File: src/pbc_pkg.sv
// Notes on behaviour
// - Brightness lives in an up/down counter with 49 states, level 0 to 48.
// - Stepping down from level 0 wraps the counter to level 48.
// - Stepping up from level 48 wraps the counter to level 0.
// - Low of 420-500 us then edge within 2-32 us lowers level by one.
// - Low of 100-160 us then edge within 2-32 us raises level by one.
// - Drivers stay off until the line has been high 140 us after power-on.
// - A first edge outside the preset window leaves the default level 48.
// - In the preset window the very first edge counts as a step.
// - While presetting, direction stays down and direction pulses are ignored.
// - Presetting can give any start level 0 through 48 before drivers start.
// - Each falling edge while presetting lowers the start level by one.
// - Low for 1260 us or more shuts down, returning level to 48 and direction to down.
// - Once running, an edge after more than 32 us of high is ignored.
// - After power-on the direction is down and the level is 48.
`default_nettype none

package pbc_pkg;

    // ----------------------------------------
    // Timebase
    // ----------------------------------------
    localparam int CLK_MHZ = 250;
    localparam int TICK_US = 1;
    localparam int TICK_CYCLES = CLK_MHZ * TICK_US;

    // ----------------------------------------
    // Levels
    // ----------------------------------------
    localparam logic [5:0] LEVEL_MIN = 6'h00;
    localparam logic [5:0] LEVEL_MAX = 6'h30;
    localparam logic [5:0] LEVEL_DEFAULT = 6'h30;

    // ----------------------------------------
    // Phase times in microseconds
    // ----------------------------------------
    localparam logic [10:0] STEP_TIME_MAX_US = 11'h020;
    localparam logic [10:0] PRESET_OPEN_US = 11'h005;
    localparam logic [10:0] PRESET_CLOSE_US = 11'h04b;
    localparam logic [10:0] STARTUP_US = 11'h08c;
    localparam logic [10:0] UP_MIN_US = 11'h064;
    localparam logic [10:0] UP_MAX_US = 11'h0a0;
    localparam logic [10:0] DOWN_MIN_US = 11'h1a4;
    localparam logic [10:0] DOWN_MAX_US = 11'h1f4;
    localparam logic [10:0] SHUTDOWN_US = 11'h4ec;
    localparam logic [10:0] PHASE_SAT = 11'h7ff;

    // ----------------------------------------
    // Operating modes
    // ----------------------------------------
    typedef enum logic [1:0] {
        mode_off,
        mode_setup,
        mode_run
    } pbc_mode_type;

endpackage

`default_nettype wire

File: src/pbc_top.sv
`default_nettype none

module pbc_top #(
    parameter int tick_cycles = pbc_pkg::TICK_CYCLES
) (
    // Clock and reset
    input wire logic clk,
    input wire logic rst,
    // Control line from the host
    input wire logic dim_ctrl_line,
    // Brightness state
    output logic [5:0] level,
    output logic count_up,
    output logic presetting,
    // Driver control
    output logic drivers_on,
    output logic powered
);

    // ----------------------------------------
    // State
    // ----------------------------------------
    typedef struct packed {
        logic sync1;
        logic sync2;
        logic line_q;
        pbc_pkg::pbc_mode_type mode;
        logic [7:0] presc;
        logic [10:0] phase_us;
        logic [5:0] level;
        logic count_up;
        logic preset;
        logic seen_edge;
        logic drivers_on;
        logic powered;
    } pbc_state_type;

    pbc_state_type st;
    pbc_state_type next_st;
    logic fall_evt;
    logic rise_evt;
    logic tick;
    logic step;

    // ----------------------------------------
    // Next state
    // ----------------------------------------
    always_comb
    begin
        next_st = st;
        step = 1'b0;
        next_st.sync1 = dim_ctrl_line;
        next_st.sync2 = st.sync1;
        next_st.line_q = st.sync2;
        fall_evt = st.line_q & ~st.sync2;
        rise_evt = ~st.line_q & st.sync2;
        tick = (st.presc == 8'(tick_cycles - 1));

        // Phase timer restarts on every edge and saturates when idle.
        if (fall_evt || rise_evt)
        begin
            next_st.presc = 8'h00;
            next_st.phase_us = 11'h000;
        end
        else
        begin
            next_st.presc = tick ? 8'h00 : st.presc + 8'h01;
            if (tick && st.phase_us != pbc_pkg::PHASE_SAT)
            begin
                next_st.phase_us = st.phase_us + 11'h001;
            end
        end

        case (st.mode)
            pbc_pkg::mode_off:
            begin
                next_st.level = pbc_pkg::LEVEL_DEFAULT;
                next_st.count_up = 1'b0;
                next_st.preset = 1'b0;
                next_st.seen_edge = 1'b0;
                next_st.drivers_on = 1'b0;
                if (st.sync2)
                begin
                    next_st.mode = pbc_pkg::mode_setup;
                end
            end
            pbc_pkg::mode_setup:
            begin
                // Direction pulses are never classified here.
                next_st.count_up = 1'b0;
                if (fall_evt)
                begin
                    next_st.seen_edge = 1'b1;
                    if (st.preset)
                    begin
                        step = 1'b1;
                    end
                    else if (!st.seen_edge && st.phase_us >= pbc_pkg::PRESET_OPEN_US
                             && st.phase_us <= pbc_pkg::PRESET_CLOSE_US)
                    begin
                        next_st.preset = 1'b1;
                        step = 1'b1;
                    end
                end
                if (st.sync2 && !rise_evt && st.phase_us >= pbc_pkg::STARTUP_US)
                begin
                    next_st.mode = pbc_pkg::mode_run;
                    next_st.drivers_on = 1'b1;
                    next_st.preset = 1'b0;
                end
                else if (!st.sync2 && st.phase_us >= pbc_pkg::SHUTDOWN_US)
                begin
                    next_st.mode = pbc_pkg::mode_off;
                end
            end
            pbc_pkg::mode_run:
            begin
                if (rise_evt)
                begin
                    if (st.phase_us >= pbc_pkg::UP_MIN_US
                        && st.phase_us <= pbc_pkg::UP_MAX_US)
                    begin
                        next_st.count_up = 1'b1;
                    end
                    else if (st.phase_us >= pbc_pkg::DOWN_MIN_US
                             && st.phase_us <= pbc_pkg::DOWN_MAX_US)
                    begin
                        next_st.count_up = 1'b0;
                    end
                end
                // An edge after a long high only marks the start of a burst.
                if (fall_evt && st.phase_us <= pbc_pkg::STEP_TIME_MAX_US)
                begin
                    step = 1'b1;
                end
                if (!st.sync2 && st.phase_us >= pbc_pkg::SHUTDOWN_US)
                begin
                    next_st.mode = pbc_pkg::mode_off;
                    next_st.drivers_on = 1'b0;
                    next_st.level = pbc_pkg::LEVEL_DEFAULT;
                    next_st.count_up = 1'b0;
                end
            end
            default:
            begin
                next_st.mode = pbc_pkg::mode_off;
            end
        endcase

        // Powered is registered so the output does not come from a decoder.
        next_st.powered = (next_st.mode != pbc_pkg::mode_off);

        // Counter update wraps at both ends.
        if (step)
        begin
            if (st.count_up)
            begin
                next_st.level = (st.level == pbc_pkg::LEVEL_MAX) ? pbc_pkg::LEVEL_MIN
                                : st.level + 6'h01;
            end
            else
            begin
                next_st.level = (st.level == pbc_pkg::LEVEL_MIN) ? pbc_pkg::LEVEL_MAX
                                : st.level - 6'h01;
            end
        end
    end

    // ----------------------------------------
    // Registers
    // ----------------------------------------
    always_ff @(posedge clk)
    begin
        if (rst)
        begin
            st.sync1 <= 1'b0;
            st.sync2 <= 1'b0;
            st.line_q <= 1'b0;
            st.mode <= pbc_pkg::mode_off;
            st.presc <= 8'h00;
            st.phase_us <= 11'h000;
            st.level <= pbc_pkg::LEVEL_DEFAULT;
            st.count_up <= 1'b0;
            st.preset <= 1'b0;
            st.seen_edge <= 1'b0;
            st.drivers_on <= 1'b0;
            st.powered <= 1'b0;
        end
        else
        begin
            st <= next_st;
        end
    end

    // ----------------------------------------
    // Outputs
    // ----------------------------------------
    assign level = st.level;
    assign count_up = st.count_up;
    assign presetting = st.preset;
    assign drivers_on = st.drivers_on;
    assign powered = st.powered;
endmodule // pbc_top

`default_nettype wire

File: config.mk
export PLATFORM = sky130hd
export DESIGN_NAME = pbc_top
export DESIGN_NICKNAME = d
export VERILOG_FILES = /design/src/pbc_pkg.sv /design/src/pbc_top.sv
export SDC_FILE = /design/constraint.sdc
export NUM_CORES = 1
export LEC_CHECK = 0
export ABC_AREA = 1
export BUFFER_PORTS_ARGS = -buffer_cell sky130_fd_sc_hd__buf_2
export CORE_MARGIN = 3
export CORE_UTILIZATION = 65
export CTS_CLUSTER_DIAMETER = 30
export DETAILED_ROUTE_END_ITERATION = 6
export PLACE_DENSITY = 0.9
export RECOVER_POWER = 50
export SLEW_MARGIN = 0
export SYNTH_ARGS = -nofsm -noshare
export SYNTH_HDL_FRONTEND = slang
export SYNTH_SLANG_ARGS = --single-unit
File: constraint.sdc
create_clock -name clk -period 4.1 [get_ports clk]
set_clock_uncertainty 0.15 [all_clocks]
set_input_delay 0 -clock clk [delete_from_list [all_inputs] [get_ports clk]]
set_output_delay 0 -clock clk [all_outputs]
set_load 0.05 [all_outputs]
# Word level (Yosys, flattened, before mapping)
# Index checks and enable logic that the tools add are counted.
[totals]
regBits = 35
in_bits = 3
out_inout_bits = 10
wordCells = 94
[classes]
add_sub_neg = 4
order_cmp = 9
n_eq_ne = 12
n_mux = 25
bitwise_logic = 4
n_reduce_logical = 28
[op_table]
columns = ["operator", "count"]
rows = [
  ["6-bit 2-to-1 mux", 4],
  ["6-bit one-hot mux with 2 select lines", 1],
  ["11-bit by 1-bit adder with 11-bit output (second input constant)", 1],
  ["11-bit greater-or-equal comparator (second input constant)", 1],
  ["11-bit by 3-bit greater-or-equal comparator with 1-bit output (second input constant)", 1],
  ["11-bit by 7-bit greater-or-equal comparator with 1-bit output (second input constant)", 1],
  ["11-bit by 8-bit greater-or-equal comparator with 1-bit output (second input constant)", 1],
  ["11-bit by 9-bit greater-or-equal comparator with 1-bit output (second input constant)", 1],
  ["11-bit by 6-bit less-or-equal comparator with 1-bit output (second input constant)", 1],
  ["11-bit by 7-bit less-or-equal comparator with 1-bit output (second input constant)", 1],
  ["11-bit by 8-bit less-or-equal comparator with 1-bit output (second input constant)", 1],
  ["11-bit by 9-bit less-or-equal comparator with 1-bit output (second input constant)", 1],
  ["11-bit != test (second input constant)", 1],
  ["1-bit 2-to-1 mux", 10],
  ["1-bit logical AND", 9],
  ["3-bit != test (second input constant)", 3],
  ["8-bit by 1-bit adder with 8-bit output (second input constant)", 1],
  ["8-bit equality test (second input constant)", 1],
  ["2-bit 2-to-1 mux", 4],
  ["7-bit 2-to-1 mux", 1],
  ["6-bit by 1-bit adder with 6-bit output (second input constant)", 1],
  ["6-bit equality test (second input constant)", 1],
  ["6-bit logical NOT", 1],
  ["2-bit != test (second input constant)", 3],
  ["19 further kinds", 31],
]

# Depth between registers and ports, before layout
# Gate-level depths: netlist of run 1.
[depth]
ltp_word = 9
mapped_depth = 14
mapped_depth_nobuf = 13

# Worst setup path before layout of run 1
# Ideal clock, no wire load.
[synth_timing]
path_type = "reg2reg"
start = "register st[11] in the netlist's numbering"
end = "register st[18] in the netlist's numbering"
setup_ns = 0.122
arrival_ns = 1.473
t_required_ns = 3.828
path_slack_ns = 2.355
path_stages_with_launch = 10
path_buffers = 0
period_less_slack_ns = 1.745
cell_sequence = "dfxtp_1 ha_1 inv_1 nor3_4 nand3_2 nand2_4 nor2_4 nand3_2 nand2_1 nor3b_2"
[synth_between]
elab_chain_len = 2
elab_cells_between_ends = 3
cone_classes = "add/sub (1); eq/ne (1); reduce/logical (1)"
[synth_lines]
columns = ["item", "line_no", "source"]
rows = [
  ["from (decl)", "pbc_top.sv:38", "pbc_state_type st;"],
  ["from (signal assigned)", "pbc_top.sv:191", "st <= next_st;"],
  ["branches (longest 2 deep; another with 11-bit by 1-bit adder with 11-bit output)", "-", ""],
]
# Several ways; the timed one is not identified.
# A chain may end at the register's enable or synchronous reset.

# Final worst setup path of run 1
[layout_timing]
start = "register st[11] in the netlist's numbering"
end = "register st[15] in the netlist's numbering"
# The elaborated chain is that of the path after synthesis.

==> results_dict.tcl, run 1 <==
set metrics [dict create \
    core-area_mm2 0.00342 \
    vias 2087 \
    portBuffers 12 \
    timing.max_cap.violations 0 \
    hp-class "reg -> reg" \
    firstDrtPassIters 4 \
    startpoint_type "flop" \
    synthCells 331 \
    drive_gt1_frac 0.150 \
    syn_to_final_growth_pct 4.73 \
    yosysWarnings 0 \
    tightest_slew_ns 0.604 \
    path_cells "ha_1 > inv_1 > nor3_1 > nand3_2 > nand2_4 > inv_6 > nand4_1 > nand2_1 > a21oi_2" \
    rows 21 \
    cts_tree "built" \
    grt_pass1_vias 1918 \
    cts_resized 0 \
    routedWlPerCell_um 12.5 \
    grt.overflow.total 0 \
    final_core_util 0.722 \
    end_kind "flop" \
    finalSetupTns_ns 0 \
    start_util 0.689 \
    fin_nets 357 \
    clockRootBuffer "clkbuf_4" \
    grt_antenna_before_repair 0 \
    r2r_start "st[11]" \
    gp_congestion 0.905 \
    vias_per_cell 5.41 \
    most-common-layout-cells "nand2_1, nor2_1, dfxtp_1" \
    htree_levels 2 \
    synth_area_leaders "dfxtp_1, nand2_1, ha_1" \
    rsz0062_at_grt "false" \
    cp_slowest_stage_delay_ns 0.44 \
    p_leak_nw 1.10 \
    synth_top_cell_area_share 0.298 \
    cts_buffers 5 \
    fin_crit_sh 0.510 \
    setup-violations-final 0 \
    dieArea_mm2 0.00438 \
    insertion_delay_ns 0.36 \
    ys_ff_latch 35 \
    crit_type "reg -> reg" \
    crit_path_top_delay_cell "dfxtp_1" \
    cp.required_ns 4.26 \
    slew-limit-headroom 0.599 \
    hpwl_um 3560 \
    postCtsSetupBuffers 0 \
    grt_first_pass_wirelength_um 8220 \
    die_h_um 66.2 \
    holdCritStartpoint "next_st[33]" \
    drt-initial-drc-count 155 \
    max-clock-path-buffers 2 \
    grt_max_degree 13 \
    netlist_area_mm2 0.00235 \
    cts_sinks 35 \
    async_reset_ff_frac 0 \
    critPathMaxFanout 7 \
    critical_path_buf_inv_count 2 \
    min_period_ns 2.09 \
    syn_area_per_cell_um2 7.11 \
    die_w_um 66.2 \
    critical_path.startpoint "st[11]" \
    hold_buffers 3 \
    status "finished clean" \
    final_common_cell "nand2_1" \
    vdd_drop_max_mv 0.203 \
    max_freq_ghz 0.479 \
    ys.flop_type "dfxtp_1" \
    syn_nets 349 \
    synth_edf_count 0 \
    grtUsageTotal 0.241 \
    arrival_ns 2.25 \
    critical-path-top-delay-family "simple AND/OR/NAND/NOR gates" \
    io_pins 13 \
    ant_nets 0 \
    synth_cell_type_count 41 \
    powerDensity_mw_per_mm2 268 \
    final_hold_viol_count 0 \
    n_fill_cell 297 \
    wl_um 4830 \
    antenna_cells 0 \
    cts.clk_slew.worst_paths_ns 0.12 \
    finalMaxSlewViolations 0 \
    drc 0 \
    ys_seq_area_frac 0.298 \
    synth_area_leader_cell "dfxtp_1" \
]
[kinds of logic (layout without fill, tap and decap cells)]
| group | Yosys count | in the layout | share of synthesized area |
|---|---|---|---|
| buf+inv | 56 | 65 | 0.108 |
| simple gates | 169 | 169 | 0.364 |
| xor+xnor | 9 | 9 | 0.0335 |
| compound gates | 47 | 47 | 0.117 |
| flops | 35 | 35 | 0.298 |
| fa+ha+maj | 15 | 15 | 0.0797 |
[per-layer routing]
| layer | vias up | track usage | part of all wire |
|---|---|---|---|
| li1 | 1080 | - | - |
| met1 | 940 | 0.300 | 0.46 |
| met2 | 59 | 0.389 | 0.48 |
| met3 | 8 | 0.0425 | 0.053 |
| met4 | 0 | 0.132 | 0.013 |
| met5 | - | 0 | 0 |
[through the flow]
step	worst slack (ns)	instance area, µm²	total power [W]	std cells	hold slack (ns)
2_1_floorplan	2.36	2350	0.000397	331	-0.0430
3_3_place_gp	2.29	2380	0.000404	375	0.0764
3_5_place_dp	2.20	2380	0.000407	375	0.0803
4_1_cts	2.17	2490	0.000667	386	0.267
5_1_grt	1.77	2470	0.000688	386	0.290
6_report	2.01	2470	0.000660	386	0.256
[path summary, 6_finish.rpt]
path                      end  slack [ns]  depth (start not counted)
hold / removal    next_st[32]        0.26                          2
setup reg to reg       st[15]        2.01                          9
hold reg to reg   next_st[32]        0.26                          2
setup / recovery       st[15]        2.01                          9
[state kept, by name (all words and copies together), names as in the netlist]
register / cells
st: 23
next_st: 2
level: 6
presetting: 1
count_up: 1
drivers_on: 1
powered: 1
[tightest hold or removal path: stages, from the launching register on]
cell	delay [ns]
dfxtp_1	0.32
inv_1	0.04
nor2_1	0.03
[synthesized netlist by cell type (all sizes together) (2+ instances only)]
cell type / number
nor2: 46
o21ai: 17
a31oi: 2
nand4: 4
o21a: 2
inv: 41
ha: 15
xor2: 7
nand2: 69
o22ai: 2
buf: 13
a21oi: 21
xnor2: 2
nor3b: 2
nand3: 33
nor3: 9
or2: 4
dfxtp: 35
[cell type report]
class | instances | area (µm²) | area share
tap | 46 | 57.6 | 0.0233
timing repair buffer | 15 | 76.3 | 0.0309
clock buffer | 5 | 37.5 | 0.0152
clock inverter | 3 | 43.8 | 0.0178
multi-input combinational | 240 | 1390 | 0.563
inverter | 42 | 163 | 0.0660
sequential | 35 | 701 | 0.284
[power breakdown]
part | internal [W] | switching (W)
clock | 0.000128 | 0.000131
sequential | 0.000346 | 0.00000563
combinational | 0.0000153 | 0.0000336
total | 0.000490 | 0.000171
No activity file was read; power rests on OpenSTA's default activity.
==> run 2: changes to the inputs <==
Settings changed: ABC_AREA 1 to 0, CORE_UTILIZATION 65 to 60, PLACE_DENSITY 0.9 to 0.85.
Clock period 4.1 ns to 2.1 ns, I/O delays scaled along.
==> run 2 against run 1 <==
Cell area is 2.7% higher. Die area is 0.98% higher. Register-to-register slack worse by 1.9 ns. Highest routed layer unchanged. Combinational power grew 60%.
==> results_dict.tcl, run 2 <==
set metrics [dict create \
    p_seq_frac 0.488 \
    critPathMaxFanout 6 \
    wl_um 4980 \
    synth_edf_count 0 \
    cts_buffers 5 \
    drc 0 \
    switching_share 0.221 \
    startpoint_type "flop" \
    p_leak_nw 0.981 \
    status "finished clean" \
    crit_path_top_delay_cell "dfxtp_1" \
    arrival_ns 2.03 \
    portBuffers 12 \
    combPwrFrac 0.056 \
    cts_sinks 35 \
    holdCritStartpoint "next_st[33]" \
    insertion_delay_ns 0.29 \
    htree_levels 2 \
    final_common_cell "dfxtp_1" \
    antenna_cells 0 \
    core-area_mm2 0.00344 \
    cp.required_ns 2.12 \
    dieArea_mm2 0.00442 \
    fin_area_mm2 0.00253 \
    ys_ff_latch 35 \
    max_freq_ghz 0.499 \
    cts_tree "built" \
    ys.flop_type "dfxtp_1" \
    drt-initial-drc-count 162 \
    drive_gt1_frac 0.131 \
    crit_type "reg -> reg" \
    grt_pass1_vias 1842 \
    synth_cell_type_count 58 \
    vias 1988 \
    fin_nets 308 \
    firstDrtPassIters 4 \
    whs_ns 0.287 \
    dp.cells 323 \
    start_util 0.638 \
    finalSetupTns_ns 0 \
    grt.overflow.total 0 \
    ys_seq_area_frac 0.319 \
    p_total_w 0.00140 \
    syn_to_final_growth_pct 15.3 \
    synth_area_leaders "dfxtp_1, ha_1, nor2_1" \
    synth_top_cell_area_share 0.319 \
    hold_path_end "next_st[32]" \
    final_hold_viol_count 0 \
    r2r_start "st[11]" \
    path_cells "ha_1 > and4b_1 > o41a_1 > a2111oi_4 > o21ai_2 > buf_12 > mux2i_1" \
    place_area_mm2 0.00235 \
    whs_path_depth 1 \
    die_h_um 66.5 \
    end_kind "flop" \
    synth_area_leader_cell "dfxtp_1" \
    vdd_drop_max_mv 0.359 \
    fin_crit_sh 0.955 \
    switchingPower_w 0.000308 \
    synth.most_common_cell "dfxtp_1" \
    grt_first_pass_wirelength_um 8160 \
    internal-power_w 0.00109 \
    grtUsageTotal 0.240 \
    regMostFlops "st" \
    io_pins 13 \
    tightest_slew_ns 0.601 \
    hpwl_um 3380 \
    routedWlPerCell_um 14.8 \
    yosysWarnings 0 \
    setup-violations-final 0 \
    finalMaxSlewViolations 0 \
    min_period_ns 2.01 \
    rows 21 \
    timing.rr.end "level[0]" \
    syn_area_per_cell_um2 8.20 \
    largest_reg_flops 23 \
    rsz0062_at_grt "false" \
    hp-class "reg -> reg" \
    clockRootBuffer "clkbuf_8" \
    fin_cells 337 \
    grt_antenna_before_repair 0 \
    ant_nets 0 \
    async_reset_ff_frac 0 \
    r2r_slack_ns 0.09 \
    most-common-layout-cells "dfxtp_1, nor2_1, nand2_1" \
    n_fill_cell 267 \
    grt_max_degree 12 \
    powerDensity_mw_per_mm2 551 \
    p_clk_frac 0.456 \
    critical_path.startpoint "st[11]" \
    r2r_cells 7 \
    synthCells 268 \
    gp_congestion 0.987 \
    netlist_area_mm2 0.00220 \
    multiInputGateArea_mm2 0.00136 \
    cts.clk_slew.worst_paths_ns 0.07 \
    timing.max_cap.violations 0 \
    die_w_um 66.5 \
    syn_nets 286 \
    slew-limit-headroom 0.601 \
    max-clock-path-buffers 2 \
    regArea_um2 701 \
    vias_per_cell 5.90 \
    cp_slowest_stage_delay_ns 0.38 \
    ys_top_cells_by_count "dfxtp_1, nor2_1, nand2_1" \
]
## run 2: through the flow
step                      utilization  worst slack [ns]
final                           0.736            0.0942
after global routing            0.736          0.000181
after CTS                       0.726            0.0224
after detailed placement        0.683            0.0500
after global placement          0.683             0.104
after floorplan                     -             0.105
## run 2: critical path: cells and delay by family (launching register included)
kind	cells	cell delay, ns
and+or+nand+nor	1	0.20
AOI/OAI and AO/OA	3	0.70
adders and majority gates	1	0.18
muxes	1	0.12
DFF	1	0.38
buffers and inverters	1	0.15
## run 2: cell families (layout without fill, tap and decap cells)
group,count (synthesis),in the layout,share of synthesized area
AND/OR/NAND/NOR,102,102,0.235
multiplexers,7,7,0.0319
AO/OA/AOI/OAI,60,60,0.195
flip-flops,35,35,0.319
buffers and inverters,35,58,0.0774
XOR/XNOR,14,14,0.0558
adder cells (fa/ha/maj),15,15,0.0854
## run 2: final cells by class
cell class,count,area share
clock buffer,6,0.0326
multi-input combinational,198,0.536
clock inverter,2,0.0138
timing repair buffer,34,0.0949
tap,46,0.0227
sequential,35,0.277
inverter,16,0.0237
## run 2: repair_timing
item	CTS	global route
hold endpoints to repair	5	0
setup endpoints to repair	0	18
hold buffers	3	0
gates resized for setup	0	6
buffers inserted	0	3
## run 2: worst max-delay path by stage
stage               end  slack (ns)  cells past startpoint
6_report       level[0]        0.09                      7
3_3_place_gp   level[1]        0.10                      8
5_1_grt          st[14]      0.0002                      6
3_5_place_dp   level[1]        0.05                      8
2_1_floorplan  level[0]        0.10                      6
4_1_cts        level[0]        0.02                      8
## run 2: metal layers
layer | share of wire | GRT usage
met5 | 0 | 0
met4 | 0.018 | 0.104
met3 | 0.031 | 0.0523
met2 | 0.47 | 0.384
met1 | 0.48 | 0.308
## run 2: power groups by stage
stage / clock network (W) / logic, W / registers (W)
2_1_floorplan: 0 / 0.0000464 / 0.000702
3_3_place_gp: 0 / 0.0000717 / 0.000696
3_5_place_dp: 0 / 0.0000724 / 0.000697
4_1_cts: 0.000650 / 0.0000774 / 0.000681
5_1_grt: 0.000679 / 0.0000878 / 0.000683
6_report: 0.000636 / 0.0000784 / 0.000682
==> run 3: changes to the inputs <==
Settings changed: BUFFER_PORTS_ARGS -buffer_cell sky130_fd_sc_hd__buf_2 to unset, CORE_UTILIZATION 60 to 63, DONT_BUFFER_PORTS set to 1.
==> run 3 against run 2 <==
The flow now finishes with violations (setup timing). Fmax fell by 6.5%. Die area fell by 4.3%. Register-to-register slack got worse by 0.14 ns. Critical path depth did not move. Non-clock buffer count fell by 8.
==> results_dict.tcl, run 3 (synthesis results as in run 2) <==
set metrics [dict create \
    status "finished, violations left" \
    violations "setup timing" \
    most-common-layout-cells "dfxtp_1, nor2_1, nand2_1" \
    finalMaxSlewViolations 0 \
    n_fill_cell 222 \
    htree_levels 2 \
    routedWlPerCell_um 17.8 \
    gp_congestion 0.881 \
    cts_tree "built" \
    end_kind "flop" \
    grt_pass1_vias 1883 \
    crit_path_top_delay_cell "o41a_1" \
    critical-path-top-delay-family "compound AO/OA/AOI/OAI gates" \
    portBuffers 0 \
    core-area_mm2 0.00318 \
    hp-class "in -> reg" \
    p_total_w 0.00128 \
    io_pins 13 \
    drt-initial-drc-count 231 \
    setup-violations-final 7 \
    rows 20 \
    cts_sinks 35 \
    die_h_um 65.1 \
    clockRootBuffer "clkbuf_4" \
    cp_slowest_stage_delay_ns 0.45 \
    crit_type "reg -> reg" \
    multiInputGateArea_mm2 0.00140 \
    regMostFlops "st" \
    startpoint_type "flop" \
    path_cells "buf_4 > ha_4 > and4b_1 > o41a_1 > a2111oi_4 > o21ai_4 > mux2i_1" \
    grt_first_pass_wirelength_um 8470 \
    cts.clk_slew.worst_paths_ns 0.11 \
    timing.max_cap.violations 0 \
    largest_reg_flops 23 \
    drive_gt1_frac 0.163 \
    slew-limit-headroom 0.495 \
    pre_cts_ws_ns -0.0766 \
    dp.cells 314 \
    die_w_um 65.1 \
    vias 2068 \
    grt_antenna_before_repair 0 \
    worst_slack_ns -0.0456 \
    tightest_slew_ns 0.758 \
    max_freq_ghz 0.466 \
    min_period_ns 2.15 \
    whs_ns 0.234 \
    final_hold_viol_count 0 \
    ant_nets 0 \
    firstDrtPassIters 5 \
    fin_cells 327 \
    regArea_um2 707 \
    critPathMaxFanout 6 \
    start_util 0.691 \
    max-clock-path-buffers 2 \
    arrival_ns 2.26 \
    vdd_drop_max_mv 0.538 \
    fin_crit_sh 1.02 \
    dieArea_mm2 0.00423 \
    cp.required_ns 2.22 \
    r2r_cells 7 \
    final_common_cell "dfxtp_1" \
    powerDensity_mw_per_mm2 514 \
    p_leak_nw 0.952 \
    grtUsageTotal 0.255 \
    critical_path_depth 7 \
    whs_path_depth 2 \
    wl_um 5810 \
    grt.overflow.total 0 \
    final_core_util 0.785 \
    drc 0 \
    syn_to_final_growth_pct 13.6 \
    grt_max_degree 12 \
    critical_path_buf_inv_count 1 \
    antenna_cells 0 \
    insertion_delay_ns 0.35 \
    cts_buffers 5 \
    fin_nets 300 \
    hpwl_um 3410 \
    vias_per_cell 6.32 \
]
## run 3: cell types whose count changed in the layout (fill, tap and decap cells not counted), sizes merged
cell / previous run / this run
dlygate4sd3: 3 / 2
clkbuf: 18 / 11
## run 3: area by class of cell
type	count	share of cell area
multi-input combinational	198	0.560
inverter	16	0.0241
timing repair buffer	26	0.0757
clock inverter	2	0.0140
sequential	35	0.283
clock buffer	6	0.0206
tap	44	0.0221
## run 3: power breakdown
group	total, W	internal, W	switching [W]	leakage [nW]
combinational	0.0000770	0.0000307	0.0000464	0.619
sequential	0.000687	0.000672	0.0000149	0.285
clock	0.000519	0.000281	0.000237	0.0482
## run 3: final timing paths
kind / start / slack (ns) / end
max: st[12] / -0.05 / level[5]
min: dim_ctrl_line / 0.23 / next_st[33]
min reg2reg: next_st[33] / 0.33 / next_st[32]
max reg2reg: st[12] / -0.05 / level[5]
## run 3: timing repair
item	4_1_cts	5_1_grt
buffers inserted	0	4
pin swaps	0	4
cloned	0	0
endpoints found under the hold margin	16	0
hold buffers	2	0
setup endpoints to repair	2	8
gates resized for setup	2	18
## run 3: stage by stage
stage | area, µm² | TNS (ns)
after floorplan | 2200 | 0
after global placement | 2310 | -0.0511
after detailed placement | 2310 | -0.0849
after CTS | 2420 | 0
after global routing | 2500 | -0.953
final | 2500 | -0.113
## run 3: worst register-to-register path, stage by stage, from the launching register on
cell,delay (ns)
dfxtp_2,0.35
buf_4,0.11
ha_4,0.13
and4b_1,0.20
o41a_1,0.45
a2111oi_4,0.30
o21ai_4,0.16
mux2i_1,0.21
## run 3: metal layers
metal,GRT usage,routed length [µm]
met1,0.304,2350
met3,0.0572,358
met2,0.439,2900
met4,0.106,202
met5,0,0
